### src/design/vector_ramp_params.svh
// Constants for the vector ramp and conic control block.
`ifndef VECTOR_RAMP_PARAMS_SVH
`define VECTOR_RAMP_PARAMS_SVH
`define MODE_MOVE        2'h0
`define MODE_POINT       2'h1
`define MODE_VECTOR      2'h2
`define MODE_CONIC       2'h3
`define PAT_SOLID        2'h0
`define PAT_DOTTED       2'h1
`define PAT_DASHED       2'h2
`define PAT_CENTER       2'h3
`define SPEED_FAST       2'h0
`define SHORT_LIMIT      12'h080 // One thirty-second of a 4096-step screen.
`define SHORT_NS         1250
`define CLK_NS           4
`define SHORT_CYCLES     12'((`SHORT_NS + `CLK_NS - 1) / `CLK_NS)
`define DIV_SLOW         4'hf
`define FAST_DIV         4'h3
`define LEN_SHIFT        2
`endif

### src/design/vector_ramp_pkg.sv
// Types shared by both ends of the vector ramp link.
package vector_ramp_pkg;
    typedef enum logic [1:0] {
        st_idle_type_v = 2'h0,
        st_move        = 2'h1,
        st_draw        = 2'h2
    } ramp_state_type;
endpackage

### src/design/vector_ramp_if.sv
// Interface joining the graphic controller end to the ramp generator end.
`timescale 1ns/1ns
`default_nettype none
interface vector_ramp_if;
    logic        mode_select_bit1;
    logic        mode_select_bit2;
    logic        vector_start_strobe_n;
    logic        conic_start_strobe_n;
    logic        vector_init_pulse_n;
    logic        speed_code_bit0_n;
    logic        speed_code_bit1_n;
    logic        speed_code_strobe_n;
    logic        pattern_code_bit0_n;
    logic        pattern_code_bit1_n;
    logic        pattern_code_strobe_n;
    logic [11:0] displacement;
    logic        ramp_at_limit_a_n;
    logic        ramp_at_limit_b_n;
    modport controller (
        output mode_select_bit1, mode_select_bit2, vector_start_strobe_n,
               conic_start_strobe_n, vector_init_pulse_n, speed_code_bit0_n,
               speed_code_bit1_n, speed_code_strobe_n, pattern_code_bit0_n,
               pattern_code_bit1_n, pattern_code_strobe_n, displacement,
        input  ramp_at_limit_a_n, ramp_at_limit_b_n
    );
    modport generator (
        input  mode_select_bit1, mode_select_bit2, vector_start_strobe_n,
               conic_start_strobe_n, vector_init_pulse_n, speed_code_bit0_n,
               speed_code_bit1_n, speed_code_strobe_n, pattern_code_bit0_n,
               pattern_code_bit1_n, pattern_code_strobe_n, displacement,
        output ramp_at_limit_a_n, ramp_at_limit_b_n
    );
endinterface
`default_nettype wire

### src/design/vector_ramp_gen.sv
// Ramp generator end: mode decode, ramp timing, pattern and blanking.
`include "vector_ramp_params.svh"
`timescale 1ns/1ns
`default_nettype none
module vector_ramp_gen
    import vector_ramp_pkg::*;
(
    input  wire logic        clk,
    input  wire logic        sys_rst,
    input  wire logic        converter_overflow,
    output logic             unblank,
    output logic             attenuate,
    output logic             ramp_rising,
    output logic             conic_active,
    output logic [11:0]      ramp_value,
    vector_ramp_if.generator link
);
    ////////////////////////////////////////////////////////////////////////
    // Sequencer state.
    ramp_state_type state;
    ramp_state_type next_state;
    logic           toggle;
    logic           next_toggle;
    logic [13:0]    count;
    logic [13:0]    next_count;
    logic           short_vec;
    logic           next_short;
    logic           conic_arm;
    logic           next_conic_arm;
    logic           next_conic_active;
    logic           next_ramp_rising;
    logic [11:0]    next_ramp;
    logic           lim_a_n;
    logic           next_lim_a_n;
    logic           lim_b_n;
    logic           next_lim_b_n;
    logic           start_seen;
    logic           draw_mode;
    // Code latches, pattern clock and beam gating.
    logic [1:0]     pat_code;
    logic [1:0]     next_pat_code;
    logic [1:0]     spd_code;
    logic [1:0]     next_spd_code;
    logic [3:0]     div;
    logic [3:0]     next_div;
    logic [5:0]     pat_cnt;
    logic [5:0]     next_pat_cnt;
    logic [1:0]     ovf_sync;
    logic [1:0]     next_ovf_sync;
    logic           next_unblank;
    logic           next_attenuate;
    logic           pat_tick;
    logic           pat_on;

    ////////////////////////////////////////////////////////////////////////
    // Ramp length in cycles. Short vectors get a fixed length so that the
    // beam dwell does not shrink with the displacement. Moves run four times
    // faster, and a zero length is raised to one so that every ramp ends.
    // The count is two bits wider than the displacement to hold four times it.
    function automatic logic [13:0] ramp_len(input logic [11:0] d, input logic fast);
        logic [13:0] n;
        if (d < `SHORT_LIMIT) begin
            n = 14'(`SHORT_CYCLES);
        end else begin
            n = {2'h0, d} << `LEN_SHIFT;
        end
        if (fast) begin
            n = n >> `LEN_SHIFT;
        end
        if (n == 14'h0000) begin
            n = 14'h0001;
        end
        return n;
    endfunction

    // True when the mode code calls for a drawn, unblanked vector.
    function automatic logic is_draw(input logic [1:0] mode);
        return (mode == `MODE_VECTOR) || (mode == `MODE_CONIC);
    endfunction

    ////////////////////////////////////////////////////////////////////////
    // Pattern clock and line structure. The slow tick comes once in sixteen
    // cycles from a free-running divider; the pattern counter only advances
    // while a vector is drawn, so every vector starts its pattern afresh.
    always_comb begin
        next_ovf_sync = {ovf_sync[0], converter_overflow};
        next_pat_code = link.pattern_code_strobe_n ? pat_code
                      : ~{link.pattern_code_bit1_n, link.pattern_code_bit0_n};
        next_spd_code = link.speed_code_strobe_n ? spd_code
                      : ~{link.speed_code_bit1_n, link.speed_code_bit0_n};
        next_div = div + 4'h1;
        if (spd_code == `SPEED_FAST) begin
            pat_tick = 1'b1;
        end else begin
            pat_tick = (div == `DIV_SLOW);
        end
        if (state == st_draw) begin
            next_pat_cnt = pat_cnt + {5'h00, pat_tick};
        end else begin
            next_pat_cnt = 6'h00;
        end
        // Centerline is a long dash, a gap, a short dash and a gap.
        unique case (pat_code)
            `PAT_SOLID:  pat_on = 1'b1;
            `PAT_DOTTED: pat_on = (pat_cnt[1:0] == 2'h0);
            `PAT_DASHED: pat_on = ~pat_cnt[4];
            `PAT_CENTER: pat_on = (pat_cnt[5:4] != 2'h3) || (pat_cnt[5:2] == 4'hd);
        endcase
        next_unblank = (state == st_draw) && !ovf_sync[1] && pat_on;
        next_attenuate = (state == st_draw) && short_vec;
    end

    // Registers of the pattern and beam gating group.
    always_ff @(posedge clk) begin
        if (sys_rst) begin
            ovf_sync  <= 2'h0;
            pat_code  <= `PAT_SOLID;
            spd_code  <= `SPEED_FAST;
            div       <= 4'h0;
            pat_cnt   <= 6'h00;
            unblank   <= 1'b0;
            attenuate <= 1'b0;
        end else begin
            ovf_sync  <= next_ovf_sync;
            pat_code  <= next_pat_code;
            spd_code  <= next_spd_code;
            div       <= next_div;
            pat_cnt   <= next_pat_cnt;
            unblank   <= next_unblank;
            attenuate <= next_attenuate;
        end
    end

    ////////////////////////////////////////////////////////////////////////
    // Sequencer. Init clears the toggle; an accepted start inverts it and
    // begins a timed ramp. A start that arrives while the ramp is moving is
    // ignored, so only an init or a reset stops a ramp short of the other limit.
    always_comb begin
        start_seen = !link.vector_start_strobe_n;
        draw_mode = is_draw({link.mode_select_bit2, link.mode_select_bit1});
        next_state = state;
        next_toggle = toggle;
        next_count = count;
        next_short = short_vec;
        next_conic_arm = conic_arm;
        next_conic_active = conic_active;
        if (!link.vector_init_pulse_n) begin
            next_toggle = 1'b0;
            next_state = st_idle_type_v;
        end else begin
            unique case (state)
                st_idle_type_v: begin
                    if (start_seen) begin
                        next_toggle = ~toggle;
                        next_conic_active = conic_arm;
                        next_conic_arm = 1'b0;
                        next_short = draw_mode && (link.displacement < `SHORT_LIMIT);
                        next_count = ramp_len(link.displacement, !draw_mode);
                        next_state = draw_mode ? st_draw : st_move;
                    end
                end
                st_move, st_draw: begin
                    next_count = count - 14'h0001;
                    if (count == 14'h0001) begin
                        next_state = st_idle_type_v;
                    end
                end
                default: begin
                    next_state = st_idle_type_v;
                end
            endcase
        end
        // A conic start wins over a clear that falls in the same cycle.
        if (!link.conic_start_strobe_n) begin
            next_conic_arm = 1'b1;
        end
        next_ramp_rising = next_toggle;
        next_lim_a_n = !((next_state == st_idle_type_v) && next_toggle);
        next_lim_b_n = !((next_state == st_idle_type_v) && !next_toggle);
        // At rest the ramp sits at the limit that the toggle points to.
        if (state == st_idle_type_v) begin
            next_ramp = toggle ? 12'hfff : 12'h000;
        end else begin
            next_ramp = toggle ? ramp_value + 12'h001 : ramp_value - 12'h001;
        end
    end

    // Registers of the sequencer group.
    always_ff @(posedge clk) begin
        if (sys_rst) begin
            state        <= st_idle_type_v;
            toggle       <= 1'b0;
            count        <= 14'h0000;
            short_vec    <= 1'b0;
            conic_arm    <= 1'b0;
            conic_active <= 1'b0;
            ramp_rising  <= 1'b0;
            ramp_value   <= 12'h000;
            lim_a_n      <= 1'b1;
            lim_b_n      <= 1'b0;
        end else begin
            state        <= next_state;
            toggle       <= next_toggle;
            count        <= next_count;
            short_vec    <= next_short;
            conic_arm    <= next_conic_arm;
            conic_active <= next_conic_active;
            ramp_rising  <= next_ramp_rising;
            ramp_value   <= next_ramp;
            lim_a_n      <= next_lim_a_n;
            lim_b_n      <= next_lim_b_n;
        end
    end

    // Limit flags leave straight from their flip-flops.
    assign link.ramp_at_limit_a_n = lim_a_n;
    assign link.ramp_at_limit_b_n = lim_b_n;
endmodule
`default_nettype wire

### src/flat_wrapper.sv
// flat-port wrapper written by rule: the top's interface ports become plain ports
module vector_ramp_gen_flat import vector_ramp_pkg::*;
  (clk, sys_rst, converter_overflow, unblank, attenuate, ramp_rising, conic_active, ramp_value, link_mode_select_bit1, link_mode_select_bit2, link_vector_start_strobe_n, link_conic_start_strobe_n, link_vector_init_pulse_n, link_speed_code_bit0_n, link_speed_code_bit1_n, link_speed_code_strobe_n, link_pattern_code_bit0_n, link_pattern_code_bit1_n, link_pattern_code_strobe_n, link_displacement, link_ramp_at_limit_a_n, link_ramp_at_limit_b_n);
  vector_ramp_if link_i ();
  input  wire logic clk;
  input  wire logic sys_rst;
  input  wire logic converter_overflow;
  output logic unblank;
  output logic attenuate;
  output logic ramp_rising;
  output logic conic_active;
  output logic [11:0] ramp_value;
  input wire logic [$bits(link_i.mode_select_bit1)-1:0] link_mode_select_bit1;
  input wire logic [$bits(link_i.mode_select_bit2)-1:0] link_mode_select_bit2;
  input wire logic [$bits(link_i.vector_start_strobe_n)-1:0] link_vector_start_strobe_n;
  input wire logic [$bits(link_i.conic_start_strobe_n)-1:0] link_conic_start_strobe_n;
  input wire logic [$bits(link_i.vector_init_pulse_n)-1:0] link_vector_init_pulse_n;
  input wire logic [$bits(link_i.speed_code_bit0_n)-1:0] link_speed_code_bit0_n;
  input wire logic [$bits(link_i.speed_code_bit1_n)-1:0] link_speed_code_bit1_n;
  input wire logic [$bits(link_i.speed_code_strobe_n)-1:0] link_speed_code_strobe_n;
  input wire logic [$bits(link_i.pattern_code_bit0_n)-1:0] link_pattern_code_bit0_n;
  input wire logic [$bits(link_i.pattern_code_bit1_n)-1:0] link_pattern_code_bit1_n;
  input wire logic [$bits(link_i.pattern_code_strobe_n)-1:0] link_pattern_code_strobe_n;
  input wire logic [$bits(link_i.displacement)-1:0] link_displacement;
  output wire logic [$bits(link_i.ramp_at_limit_a_n)-1:0] link_ramp_at_limit_a_n;
  output wire logic [$bits(link_i.ramp_at_limit_b_n)-1:0] link_ramp_at_limit_b_n;
  assign link_i.mode_select_bit1 = link_mode_select_bit1;
  assign link_i.mode_select_bit2 = link_mode_select_bit2;
  assign link_i.vector_start_strobe_n = link_vector_start_strobe_n;
  assign link_i.conic_start_strobe_n = link_conic_start_strobe_n;
  assign link_i.vector_init_pulse_n = link_vector_init_pulse_n;
  assign link_i.speed_code_bit0_n = link_speed_code_bit0_n;
  assign link_i.speed_code_bit1_n = link_speed_code_bit1_n;
  assign link_i.speed_code_strobe_n = link_speed_code_strobe_n;
  assign link_i.pattern_code_bit0_n = link_pattern_code_bit0_n;
  assign link_i.pattern_code_bit1_n = link_pattern_code_bit1_n;
  assign link_i.pattern_code_strobe_n = link_pattern_code_strobe_n;
  assign link_i.displacement = link_displacement;
  assign link_ramp_at_limit_a_n = link_i.ramp_at_limit_a_n;
  assign link_ramp_at_limit_b_n = link_i.ramp_at_limit_b_n;
  vector_ramp_gen u_core (.clk(clk), .sys_rst(sys_rst), .converter_overflow(converter_overflow), .unblank(unblank), .attenuate(attenuate), .ramp_rising(ramp_rising), .conic_active(conic_active), .ramp_value(ramp_value), .link(link_i));
endmodule
### config.mk
export PLATFORM = sky130hd
export DESIGN_NAME = vector_ramp_gen_flat
export DESIGN_NICKNAME = d
export VERILOG_FILES = /design/src/design/vector_ramp_pkg.sv /design/src/design/vector_ramp_if.sv /design/src/design/vector_ramp_gen.sv /design/src/flat_wrapper.sv
export VERILOG_INCLUDE_DIRS = /design/src /design/src/design
export SDC_FILE = /design/constraint.sdc
export NUM_CORES = 1
export LEC_CHECK = 0
export BUFFER_PORTS_ARGS = -buffer_cell sky130_fd_sc_hd__buf_2
export CAP_MARGIN = 20
export CORE_MARGIN = 4
export CORE_UTILIZATION = 40
export DETAILED_ROUTE_END_ITERATION = 7
export GPL_ROUTABILITY_DRIVEN = 1
export GPL_TIMING_DRIVEN = 0
export PLACE_DENSITY = 0.58
export SYNTH_ARGS = -nofsm -noshare
export SYNTH_HDL_FRONTEND = slang
export SYNTH_SLANG_ARGS = --single-unit
### constraint.sdc
create_clock -name clk -period 2.4 [get_ports clk]
set_input_delay 0.36 -clock clk [delete_from_list [all_inputs] [get_ports clk]]
set_output_delay 0.36 -clock clk [all_outputs]
set_load 0.01 [all_outputs]
### Word-level counts from Yosys, hierarchy flattened

Index checks and enable logic that the tools add are counted.

| storage, ports and cells | value |
|---|---|
| register bits after elaboration | 52 |
| input bits | 26 |
| output and inout port bits | 18 |
| word-level logic and storage cells | 92 |

| cells by class | value |
|---|---|
| add/subtract/negate cells | 5 |
| magnitude comparators | 1 |
| equality and inequality tests | 15 |
| muxes and demuxes | 25 |
| bitwise operators | 6 |
| reductions and logical operators | 24 |

Operator list:

| kind | count |
|---|---|
| two-way mux 14 bit | 7 |
| two-way mux 12 bit | 3 |
| one-hot mux 14 bit (2 select lines) | 1 |
| equality test 14 x 1 -> 1 bit, second input constant | 1 |
| zero test 14 bit | 1 |
| subtractor 14 x 1 -> 14 bit, second input constant | 1 |
| adder 12 x 1 -> 12 bit, second input constant | 1 |
| less-than comparator 12 x 8 -> 1 bit, second input constant | 1 |
| subtractor 12 x 1 -> 12 bit, second input constant | 1 |
| equality test 2 bit, second input constant | 5 |
| zero test 2 bit | 5 |
| AND reduction 3 bit | 3 |
| equality test 4 bit, second input constant | 2 |
| two-way mux 1 bit | 8 |
| two-way mux 2 bit | 4 |
| adder 6 x 1 -> 6 bit | 1 |
| logical AND 1 bit | 6 |
| inequality test 2 bit, second input constant | 3 |
| adder 4 x 1 -> 4 bit, second input constant | 1 |
| equality test 2 x 1 -> 1 bit, second input constant | 2 |
| zero test 1 bit | 4 |
| inequality test 2 x 1 -> 1 bit, second input constant | 2 |
| inverter 1 bit | 4 |
| inverter 2 bit | 2 |
| 5 further kinds | 7 |

### Depth between registers and ports, before layout

Gate-level depths: netlist (run 1).

| logic depth | value |
|---|---|
| word-level depth | 10 |
| gate-level depth with buffers | 9 |

### Worst setup path before layout (run 1)

No wires, ideal clock.

| timing path | value |
|---|---|
| path type | flip-flop to flip-flop |
| start | register u_core.ramp_rising (netlist name) |
| end | register u_core.ramp_value[9] |
| library setup time | 0.131 ns |
| data arrival time | 2.341 ns |
| setup slack | -0.072 ns |
| stages on the path, launching flop included | 9 |
| path buffers | 0 |
| period minus slack after synthesis | 2.472 ns |
| cells stage by stage | dfxtp_1 > inv_1 > ha_1 > a211oi_1 > o21bai_1 > a2111oi_0 > o41ai_1 > xnor2_1 > o22ai_1 |

RTL lines:

| item | RTL line | RTL |
|---|---|---|
| end signal: assignment | vector_ramp_gen.sv:209 | `ramp_value <= next_ramp;` |
| end: declaration | vector_ramp_gen.sv:15 | `output logic [11:0] ramp_value,` |

==> impl_metrics.yaml, run 1 <==
die:
  die_w_um: 93.3
  die-area_um2: 8700
  start_util: 0.419
  num_io_pins: 44
  num_rows: 30
  die_h_um: 93.3
  core_um2: 6940
synth:
  synth_cell_types: 47
  avgSynthCellArea_um2: 7.94
  synth_edf_count: 0
  synth_area_um2: 2910
  yosys-top-cells-area: "dfxtp_1 (36%), ha_1 (7.7%), nor2_1 (6.5%), a21oi_1 (6.4%), o21ai_0 (4.1%)"
  netlist_instances: 366
  synth.ff_latch_count: 52
  seq_area_frac_synth: 0.358
  synthFlopType: "dfxtp_1"
  netlist.top_cell.by_area: "dfxtp_1"
  synthTopCellsByCount: "dfxtp_1 (52), nor2_1 (50), a21oi_1 (37)"
  async_reset_ff_frac: 0
  synth_fp_nets: 411
  synth_top_area_share: 0.358
  yosysMostFrequentCell: "dfxtp_1"
  yosysWarnings: 0
timing:
  clock_skew_ps: 9.62
  tightestPinTransition_ps: 576
  setup-tns-final_ps: 0
  relSlewSlack: 0.616
  slew_violations: 0
  final_hold_viol_count: 0
  finalCritPeriodShare: 0.948
  setup_viol: 0
  fmax_ghz: 0.439
  fin_crit_ps: 2280
  rsz0062_at_grt: "no"
cts:
  htreeDepth: 2
  cts_setup_buffers: 0
  holdBufCountCts: 0
  cts_buffer_depth: 2
  cts_sinks: 52
  cts_tree: "built"
  cts_made_buffers: 5
  clk_latency_ps: 310
  clk_pin_slew_worst_paths_ps: 100
  clockRootBuffer: "clkbuf_8"
global_route:
  grt_max_degree: 19
  antenna_found_initial: 0
  grt_pass1_vias: 2447
  grt_overflow: 0
  grt.total_usage: 0.166
  grt_first_pass_wirelength_um: 11700
hold_path:
  hold_path.class: "in2reg"
  holdPathEnd: "u_core.conic_arm"
  min_path_cells: 2
  hp-start: "link_conic_start_strobe_n"
placed_design:
  io_buffers: 41
  routabilityCongestion: 0.847
  dpl.hpwl_um: 5310
pwr:
  peakVddDrop_uv: 291
  powerDensity_nw_per_um2: 600
  power.leakage_uw: 0.00139
worst_setup_path:
  reg2reg_depth: 8
  reg2reg_from: "u_core.ramp_rising"
  cp_max_fo: 12
  r2r-end: "u_core.ramp_value[11]"
  worst-endpoint-required_ps: 2610
  cp-end-kind: "flip-flop"
  critical_path_class: "reg2reg"
  arrival_ps: 2490
  r2r_setup_slack_ps: 120
  start_kind: "flip-flop"
finish:
  layout-drive-gt1-share: 0.169
  regArea_um2: 1040
  fillers: 698
  nets: 458
  diodes: 0
  multi_input_area_um2: 1830
  syn_to_final_growth_pct: 17.1
  final_util: 0.490
routing:
  drc_errors: 0
  vias_per_cell: 5.25
  dr.pass1.iters: 4
  wl_per_cell_um: 13.9
  via_count: 2677
  first_iter_violations: 81
  antenna_left: 0
  drt_wl_total_um: 7080
run_status:
  status: "finished clean"
run:
  drv_cap: 0
-- how the worst max path moves through the flow --
stage	from	endpoint	slack, ps	cells after the start
floorplan	u_core.ramp_rising	u_core.ramp_value[9]	60	8
finish	u_core.ramp_rising	u_core.ramp_value[11]	120	8
detailed placement	u_core.ramp_rising	u_core.ramp_value[9]	-260	8
global placement	u_core.ramp_rising	u_core.ramp_value[9]	-270	8
CTS	u_core.ramp_rising	u_core.ramp_value[9]	40	8
global route	u_core.ramp_rising	u_core.ramp_value[9]	5	8
-- metrics by stage --
step	total power (uW)	hold slack [ps]	setup slack, ps	instances	area, um2
floorplan	1360	375	60.1	366	2910
global placement	1490	415	-274	503	3230
detailed placement	1490	413	-261	503	3230
CTS	2060	214	43.0	511	3390
global route	2170	210	5.16	510	3410
finish	2040	224	124	510	3410
-- power breakdown --
| part | switching, uW | internal [uW] |
|---|---|---|
| clock | 317 | 215 |
| combinational | 316 | 241 |
| sequential | 43.8 | 912 |
-- what timing repair did --
| item | CTS | global route |
|---|---|---|
| gates resized for setup | 10 | 5 |
| pin swaps | 0 | 2 |
| setup endpoints to repair | 14 | 8 |
-- routing by layer --
metal	global-route usage	vias to the layer above	part of all wire
met5	0	-	0
met4	0.0366	0	0.010
met2	0.276	57	0.46
met1	0.222	1204	0.49
met3	0.0314	7	0.047
li1	-	1409	-
-- logic make-up (layout without fill, tap and decap cells) --
group,Yosys count,after routing,share of synthesized area
flops,52,52,0.358
fa+ha+maj,19,19,0.0843
simple gates,141,141,0.235
buf+inv,29,77,0.0387
mux,6,6,0.0219
xor+xnor,13,13,0.0392
compound gates,106,106,0.223
-- flip-flops by register name (all words and copies together), names as in the netlist --
| name | cells |
|---|---|
| u_core.unblank | 1 |
| u_core.pat_code | 2 |
| u_core.ovf_sync | 2 |
| u_core.count | 14 |
| u_core.link.ramp_at_limit_b_n | 1 |
| u_core.short_vec | 1 |
| u_core.div | 4 |
| u_core.attenuate | 1 |
| u_core.conic_arm | 1 |
| u_core.pat_cnt | 6 |
| u_core.ramp_value | 12 |
| u_core.spd_code | 2 |
| u_core.link.ramp_at_limit_a_n | 1 |
| u_core.conic_active | 1 |
| u_core.state | 2 |
| u_core.ramp_rising | 1 |
-- cells in the final DEF, fill, tap and decap left out, types with 3 or more instances in the layout --
master | netlist | routed
dfxtp_1 | 52 | 51
clkbuf_8 | 0 | 5
xor2_1 | 4 | 4
a311oi_1 | 3 | 3
a21oi_1 | 37 | 35
mux2i_1 | 3 | 3
o21ai_0 | 24 | 23
nand2_1 | 30 | 30
mux2_2 | 3 | 3
clkbuf_1 | 15 | 13
nand3_1 | 12 | 12
nor4_1 | 4 | 4
nor3_1 | 13 | 13
and2_1 | 5 | 5
inv_1 | 12 | 11
and3_1 | 4 | 4
ha_1 | 18 | 15
a22oi_1 | 5 | 5
a21o_1 | 4 | 4
buf_2 | 0 | 41
nor2_1 | 50 | 50
xnor2_1 | 9 | 9
o22ai_1 | 4 | 4
a211oi_1 | 10 | 9
ha_4 | 0 | 3
o21bai_1 | 4 | 3
nor2b_1 | 7 | 7
o211ai_1 | 3 | 3
-- final cells by class --
| type | count | share of cell area |
|---|---|---|
| clock buffer | 5 | 0.0202 |
| clock inverter | 3 | 0.00808 |
| multi-input combinational | 285 | 0.536 |
| sequential | 52 | 0.307 |
| inverter | 13 | 0.0151 |
| timing repair buffer | 41 | 0.0602 |
| buffer | 15 | 0.0180 |
| tap | 96 | 0.0353 |
-- worst max-delay path: stages, from the launching register on --
cell      delay [ps]
dfxtp_4          390
inv_4            190
ha_1             300
a21oi_1          210
o21ai_0          130
a211oi_1         300
a21oi_1          130
mux2i_1          180
mux2_2           350
Note: power is estimated with default switching activity, not from simulation.
==> inputs of run 2 (changes only) <==
PLACE_DENSITY = 0.63   (was 0.58)
RECOVER_POWER = 50   (was unset)
==> run 2 against run 1 <==
Compared with the run above:
- die area is the same
- worst hold slack gained 3.2 ps
- wire length grew 0.64%
- critical path type unchanged
- largest power group unchanged
- highest routed layer unchanged
==> impl_metrics.yaml, run 2 (synthesis results as in run 1) <==
worst_setup_path:
  path_buf_inv: 1
  worst-endpoint-required_ps: 2580
  cp-end-kind: "flip-flop"
  cpPeakStageDelay_ps: 470
  cp_max_fo: 12
  cp_slowest_cell: "a2111oi_2"
  start_kind: "flip-flop"
  critical_path_class: "reg2reg"
  path_cells: "inv_6, ha_1, a211oi_4, o21bai_1, a2111oi_2, o41ai_2, xnor2_1, o22ai_1"
  path_delay_family: "compound AO/OA/AOI/OAI gates"
  arrival_ps: 2560
hold_path:
  hold_path.class: "in2reg"
timing:
  setup-tns-final_ps: 0
  fmax_ghz: 0.421
  tightestPinTransition_ps: 611
  fin_crit_ps: 2380
  finalCritPeriodShare: 0.991
  fin_ws_ps: 22.7
  slew_violations: 0
  final_hold_viol_count: 0
  clock_skew_ps: 10.9
  relSlewSlack: 0.592
  setup_viol: 0
placed_design:
  routabilityCongestion: 0.875
  pre_cts_slack_ps: -254
  io_buffers: 41
  dpl.hpwl_um: 5250
cts:
  clockRootBuffer: "clkbuf_8"
  clk_latency_ps: 300
  cts_tree: "built"
  clk_pin_slew_worst_paths_ps: 100
  cts_buffer_depth: 2
  cts_sinks: 52
  cts_made_buffers: 5
  htreeDepth: 2
finish:
  diodes: 0
  layout_common_cells: "dfxtp_1 (51), nor2_1 (49), a21oi_1 (35)"
  fillers: 717
  largest_reg_flops: 14
  reg.largest.list: "u_core.count x14, u_core.ramp_value x12, u_core.pat_cnt x6"
  syn_to_final_growth_pct: 17.8
  layout-drive-gt1-share: 0.137
  nets: 459
  final_common_cell: "dfxtp_1"
  regMostFlops: "u_core.count"
pwr:
  power.leakage_uw: 0.00134
  powerDensity_nw_per_um2: 628
  peakVddDrop_uv: 258
die:
  start_util: 0.419
  num_rows: 30
  die_w_um: 93.3
  num_io_pins: 44
  die-area_um2: 8700
  die_h_um: 93.3
  core_um2: 6940
global_route:
  grt_pass1_vias: 2603
  grt.total_usage: 0.167
  grt_overflow: 0
  grt_max_degree: 18
  antenna_found_initial: 0
  grt_first_pass_wirelength_um: 11900
routing:
  antenna_left: 0
  wl_per_cell_um: 13.9
  vias_per_cell: 5.36
  first_iter_violations: 135
  via_count: 2739
  dr.pass1.iters: 5
  drt_wl_total_um: 7120
  drc_errors: 0
run:
  drv_cap: 0
run_status:
  status: "finished clean"
[run 2: repair_timing]
action | in CTS | in global routing
endpoints found under the setup margin | 10 | 16
buffers inserted | 0 | 2
hold buffers | 0 | 0
pin swaps | 0 | 2
gates resized for setup | 6 | 12
[run 2: power breakdown]
part           switching (uW)  total (uW)  internal [uW]
clock                     303         618            315
sequential               45.2         957            912
combinational             327         576            248
[run 2: layout make-up]
cell class                 instances  area (um2)  share of cell area
buffer                            14        57.6              0.0168
sequential                        52        1040               0.305
timing repair buffer              43         199              0.0581
clock inverter                     3        46.3              0.0135
clock buffer                       5        68.8              0.0201
inverter                          13        53.8              0.0157
multi-input combinational        285        1830               0.536
tap                               96         120              0.0351
[run 2: final timing paths]
| kind | startpoint | to | slack (ps) | cells past startpoint |
|---|---|---|---|---|
| min | link_conic_start_strobe_n | u_core.conic_arm | 230 | 2 |
| max reg2reg | u_core.ramp_rising | u_core.ramp_value[9] | 20 | 8 |
| max | u_core.ramp_rising | u_core.ramp_value[9] | 20 | 8 |
| min reg2reg | u_core.ovf_sync[1] | u_core.unblank | 430 | 1 |
[run 2: metrics by stage]
step           std cells  hold WS [ps]  utilization  instance area, um2  power (uW)
2_1_floorplan        366           375            -                2910        1360
3_3_place_gp         503           408        0.466                3230        1490
3_5_place_dp         503           409        0.466                3230        1490
4_1_cts              511           221        0.486                3370        2120
5_1_grt              511           218        0.493                3420        2280
6_report             511           227        0.493                3420        2150
[run 2: per-layer routing]
layer / routed length [um] / up-vias / share of wire / global-route usage
met3: 480 / 6 / 0.067 / 0.0322
met5: 0 / - / 0 / 0
li1: - / 1399 / - / -
met4: 44 / 0 / 0.0062 / 0.0440
met2: 3250 / 88 / 0.46 / 0.273
met1: 3340 / 1246 / 0.47 / 0.223
==> inputs of run 3 (changes only) <==
==> constraint.sdc (replaced) <==
create_clock -name clk -period 2.4 [get_ports clk]
set_input_delay 0.36 -clock clk [delete_from_list [all_inputs] [get_ports clk]]
set_output_delay 0.36 -clock clk [all_outputs]
set_load 0.02 [all_outputs]
==> run 3 against run 2 <==
Compared with the run above:
- non-clock buffer count is 1 lower
- combinational power is 3% lower
- fmax up 5.9%
- utilization shrank 0.072 points
- design area shrank 0.15%
- flip-flop and latch count did not move
- sequential share of layout area hardly changed
- critical path depth unchanged
- worst hold slack better by 5.3 ps
- clock skew is 9.2 ps higher
- die area unchanged
- largest cell class unchanged
==> impl_metrics.yaml, run 3 (synthesis results as in run 1) <==
routing:
  dr.pass1.iters: 5
  wl_per_cell_um: 13.6
  via_count: 2724
  drt_wl_total_um: 6950
  vias_per_cell: 5.34
  drc_errors: 0
  antenna_left: 0
  first_iter_violations: 98
global_route:
  grt_max_degree: 18
  grt_first_pass_wirelength_um: 11800
  grt.total_usage: 0.166
  grt_overflow: 0
  antenna_found_initial: 0
  grt_pass1_vias: 2588
die:
  die_w_um: 93.3
  core_um2: 6940
  die-area_um2: 8700
  num_io_pins: 44
  die_h_um: 93.3
  start_util: 0.419
  num_rows: 30
worst_setup_path:
  cp-end-kind: "flip-flop"
  arrival_ps: 2460
  cp_max_fo: 12
  r2r-end: "u_core.ramp_value[11]"
  reg2reg_depth: 8
  worst-endpoint-required_ps: 2610
  critical_path_class: "reg2reg"
  start_kind: "flip-flop"
  reg2reg_from: "u_core.ramp_rising"
  r2r_setup_slack_ps: 150
cts:
  clockRootBuffer: "clkbuf_8"
  cts_buffer_depth: 2
  cts_sinks: 52
  holdBufCountCts: 0
  cts_tree: "built"
  cts_made_buffers: 5
  htreeDepth: 2
  clk_latency_ps: 310
  clk_pin_slew_worst_paths_ps: 110
timing:
  hold_ws_ps: 233
  fin_crit_ps: 2250
  rsz0062_at_grt: "no"
  tightestPinTransition_ps: 600
  clock_skew_ps: 20.2
  setup_viol: 0
  slew_violations: 0
  relSlewSlack: 0.600
  fmax_ghz: 0.445
  final_hold_viol_count: 0
  finalCritPeriodShare: 0.935
pwr:
  powerDensity_nw_per_um2: 655
  peakVddDrop_uv: 300
  power.leakage_uw: 0.00133
finish:
  diodes: 0
  largest_reg_flops: 14
  final_common_cell: "dfxtp_1"
  layout-drive-gt1-share: 0.126
  layout_common_cells: "dfxtp_1 (51), nor2_1 (50), a21oi_1 (35)"
  final_util: 0.492
  reg.largest.list: "u_core.count x14, u_core.ramp_value x12, u_core.pat_cnt x6"
  nets: 458
  syn_to_final_growth_pct: 17.6
  regMostFlops: "u_core.count"
placed_design:
  io_buffers: 41
  routabilityCongestion: 0.867
  dpl.hpwl_um: 5180
hold_path:
  min_path_cells: 2
  hp-start: "link_conic_start_strobe_n"
  holdPathEnd: "u_core.conic_arm"
  hold_path.class: "in2reg"
run_status:
  status: "finished clean"
run:
  drv_cap: 0
## run 3: cell count changes in the layout (fill, tap and decap cells not counted), sizes merged
cell | previous run | this run
buf | 27 | 24
bufinv | 1 | 2
clkbuf | 35 | 37
clkinvlp | 1 | 0
## run 3: layout make-up
cell class                      instances  area, um2
Buffer                                 15       61.3
Inverter                               13       51.3
Clock buffer                            5       68.8
Timing Repair Buffer                   41        183
Multi-Input combinational cell        285       1820
Sequential cell                        52       1040
Tap cell                               96        120
Clock inverter                          3       68.8
Fill cell                             712       3520
## run 3: worst max path at each step
stage	depth (start not counted)	slack (ps)	end	start
CTS	8	30	u_core.ramp_value[11]	u_core.ramp_rising
detailed placement	8	-150	u_core.ramp_value[9]	u_core.ramp_rising
global placement	8	-150	u_core.ramp_value[9]	u_core.ramp_rising
global route	9	20	u_core.link.ramp_at_limit_b_n	u_core.state[0]
finish	8	150	u_core.ramp_value[11]	u_core.ramp_rising
floorplan	8	120	u_core.ramp_value[9]	u_core.ramp_rising
## run 3: routing by layer
| layer | track usage | vias to the layer above | routed length [um] |
|---|---|---|---|
| li1 | - | 1408 | - |
| met1 | 0.228 | 1243 | 3430 |
| met2 | 0.266 | 69 | 3100 |
| met3 | 0.0282 | 4 | 374 |
| met4 | 0.0501 | 0 | 51 |
| met5 | 0 | - | 0 |
## run 3: power breakdown
part	total (uW)	internal [uW]	leakage, uW	switching [uW]
clock	722	420	0.0000687	302
sequential	957	912	0.000426	45.6
combinational	561	233	0.000837	328
## run 3: worst max-delay path: stages (launching register included)
cell and delay (ps):
dfxtp_4 410, inv_4 110, ha_1 350, nand4_1 190, nor4_1 310, nor2_1 80, a21oi_1 160, mux2i_1 220
mux2_2 340
## run 3: timing repair
action,in CTS,in global routing
resized for setup,6,9
endpoints found under the setup margin,8,10
buffers inserted,0,0
pin swaps,0,2
cloned,0,0
## run 3: stage by stage
| step | instances | TNS, ps | setup WS [ps] | total power [uW] | cell area, um2 |
|---|---|---|---|---|---|
| floorplan | 366 | 0 | 116 | 1370 | 2910 |
| global placement | 503 | -710 | -148 | 1500 | 3240 |
| detailed placement | 503 | -632 | -153 | 1510 | 3240 |
| CTS | 511 | 0 | 27.9 | 2240 | 3390 |
| global route | 510 | 0 | 21.7 | 2360 | 3420 |
| finish | 510 | 0 | 155 | 2240 | 3420 |
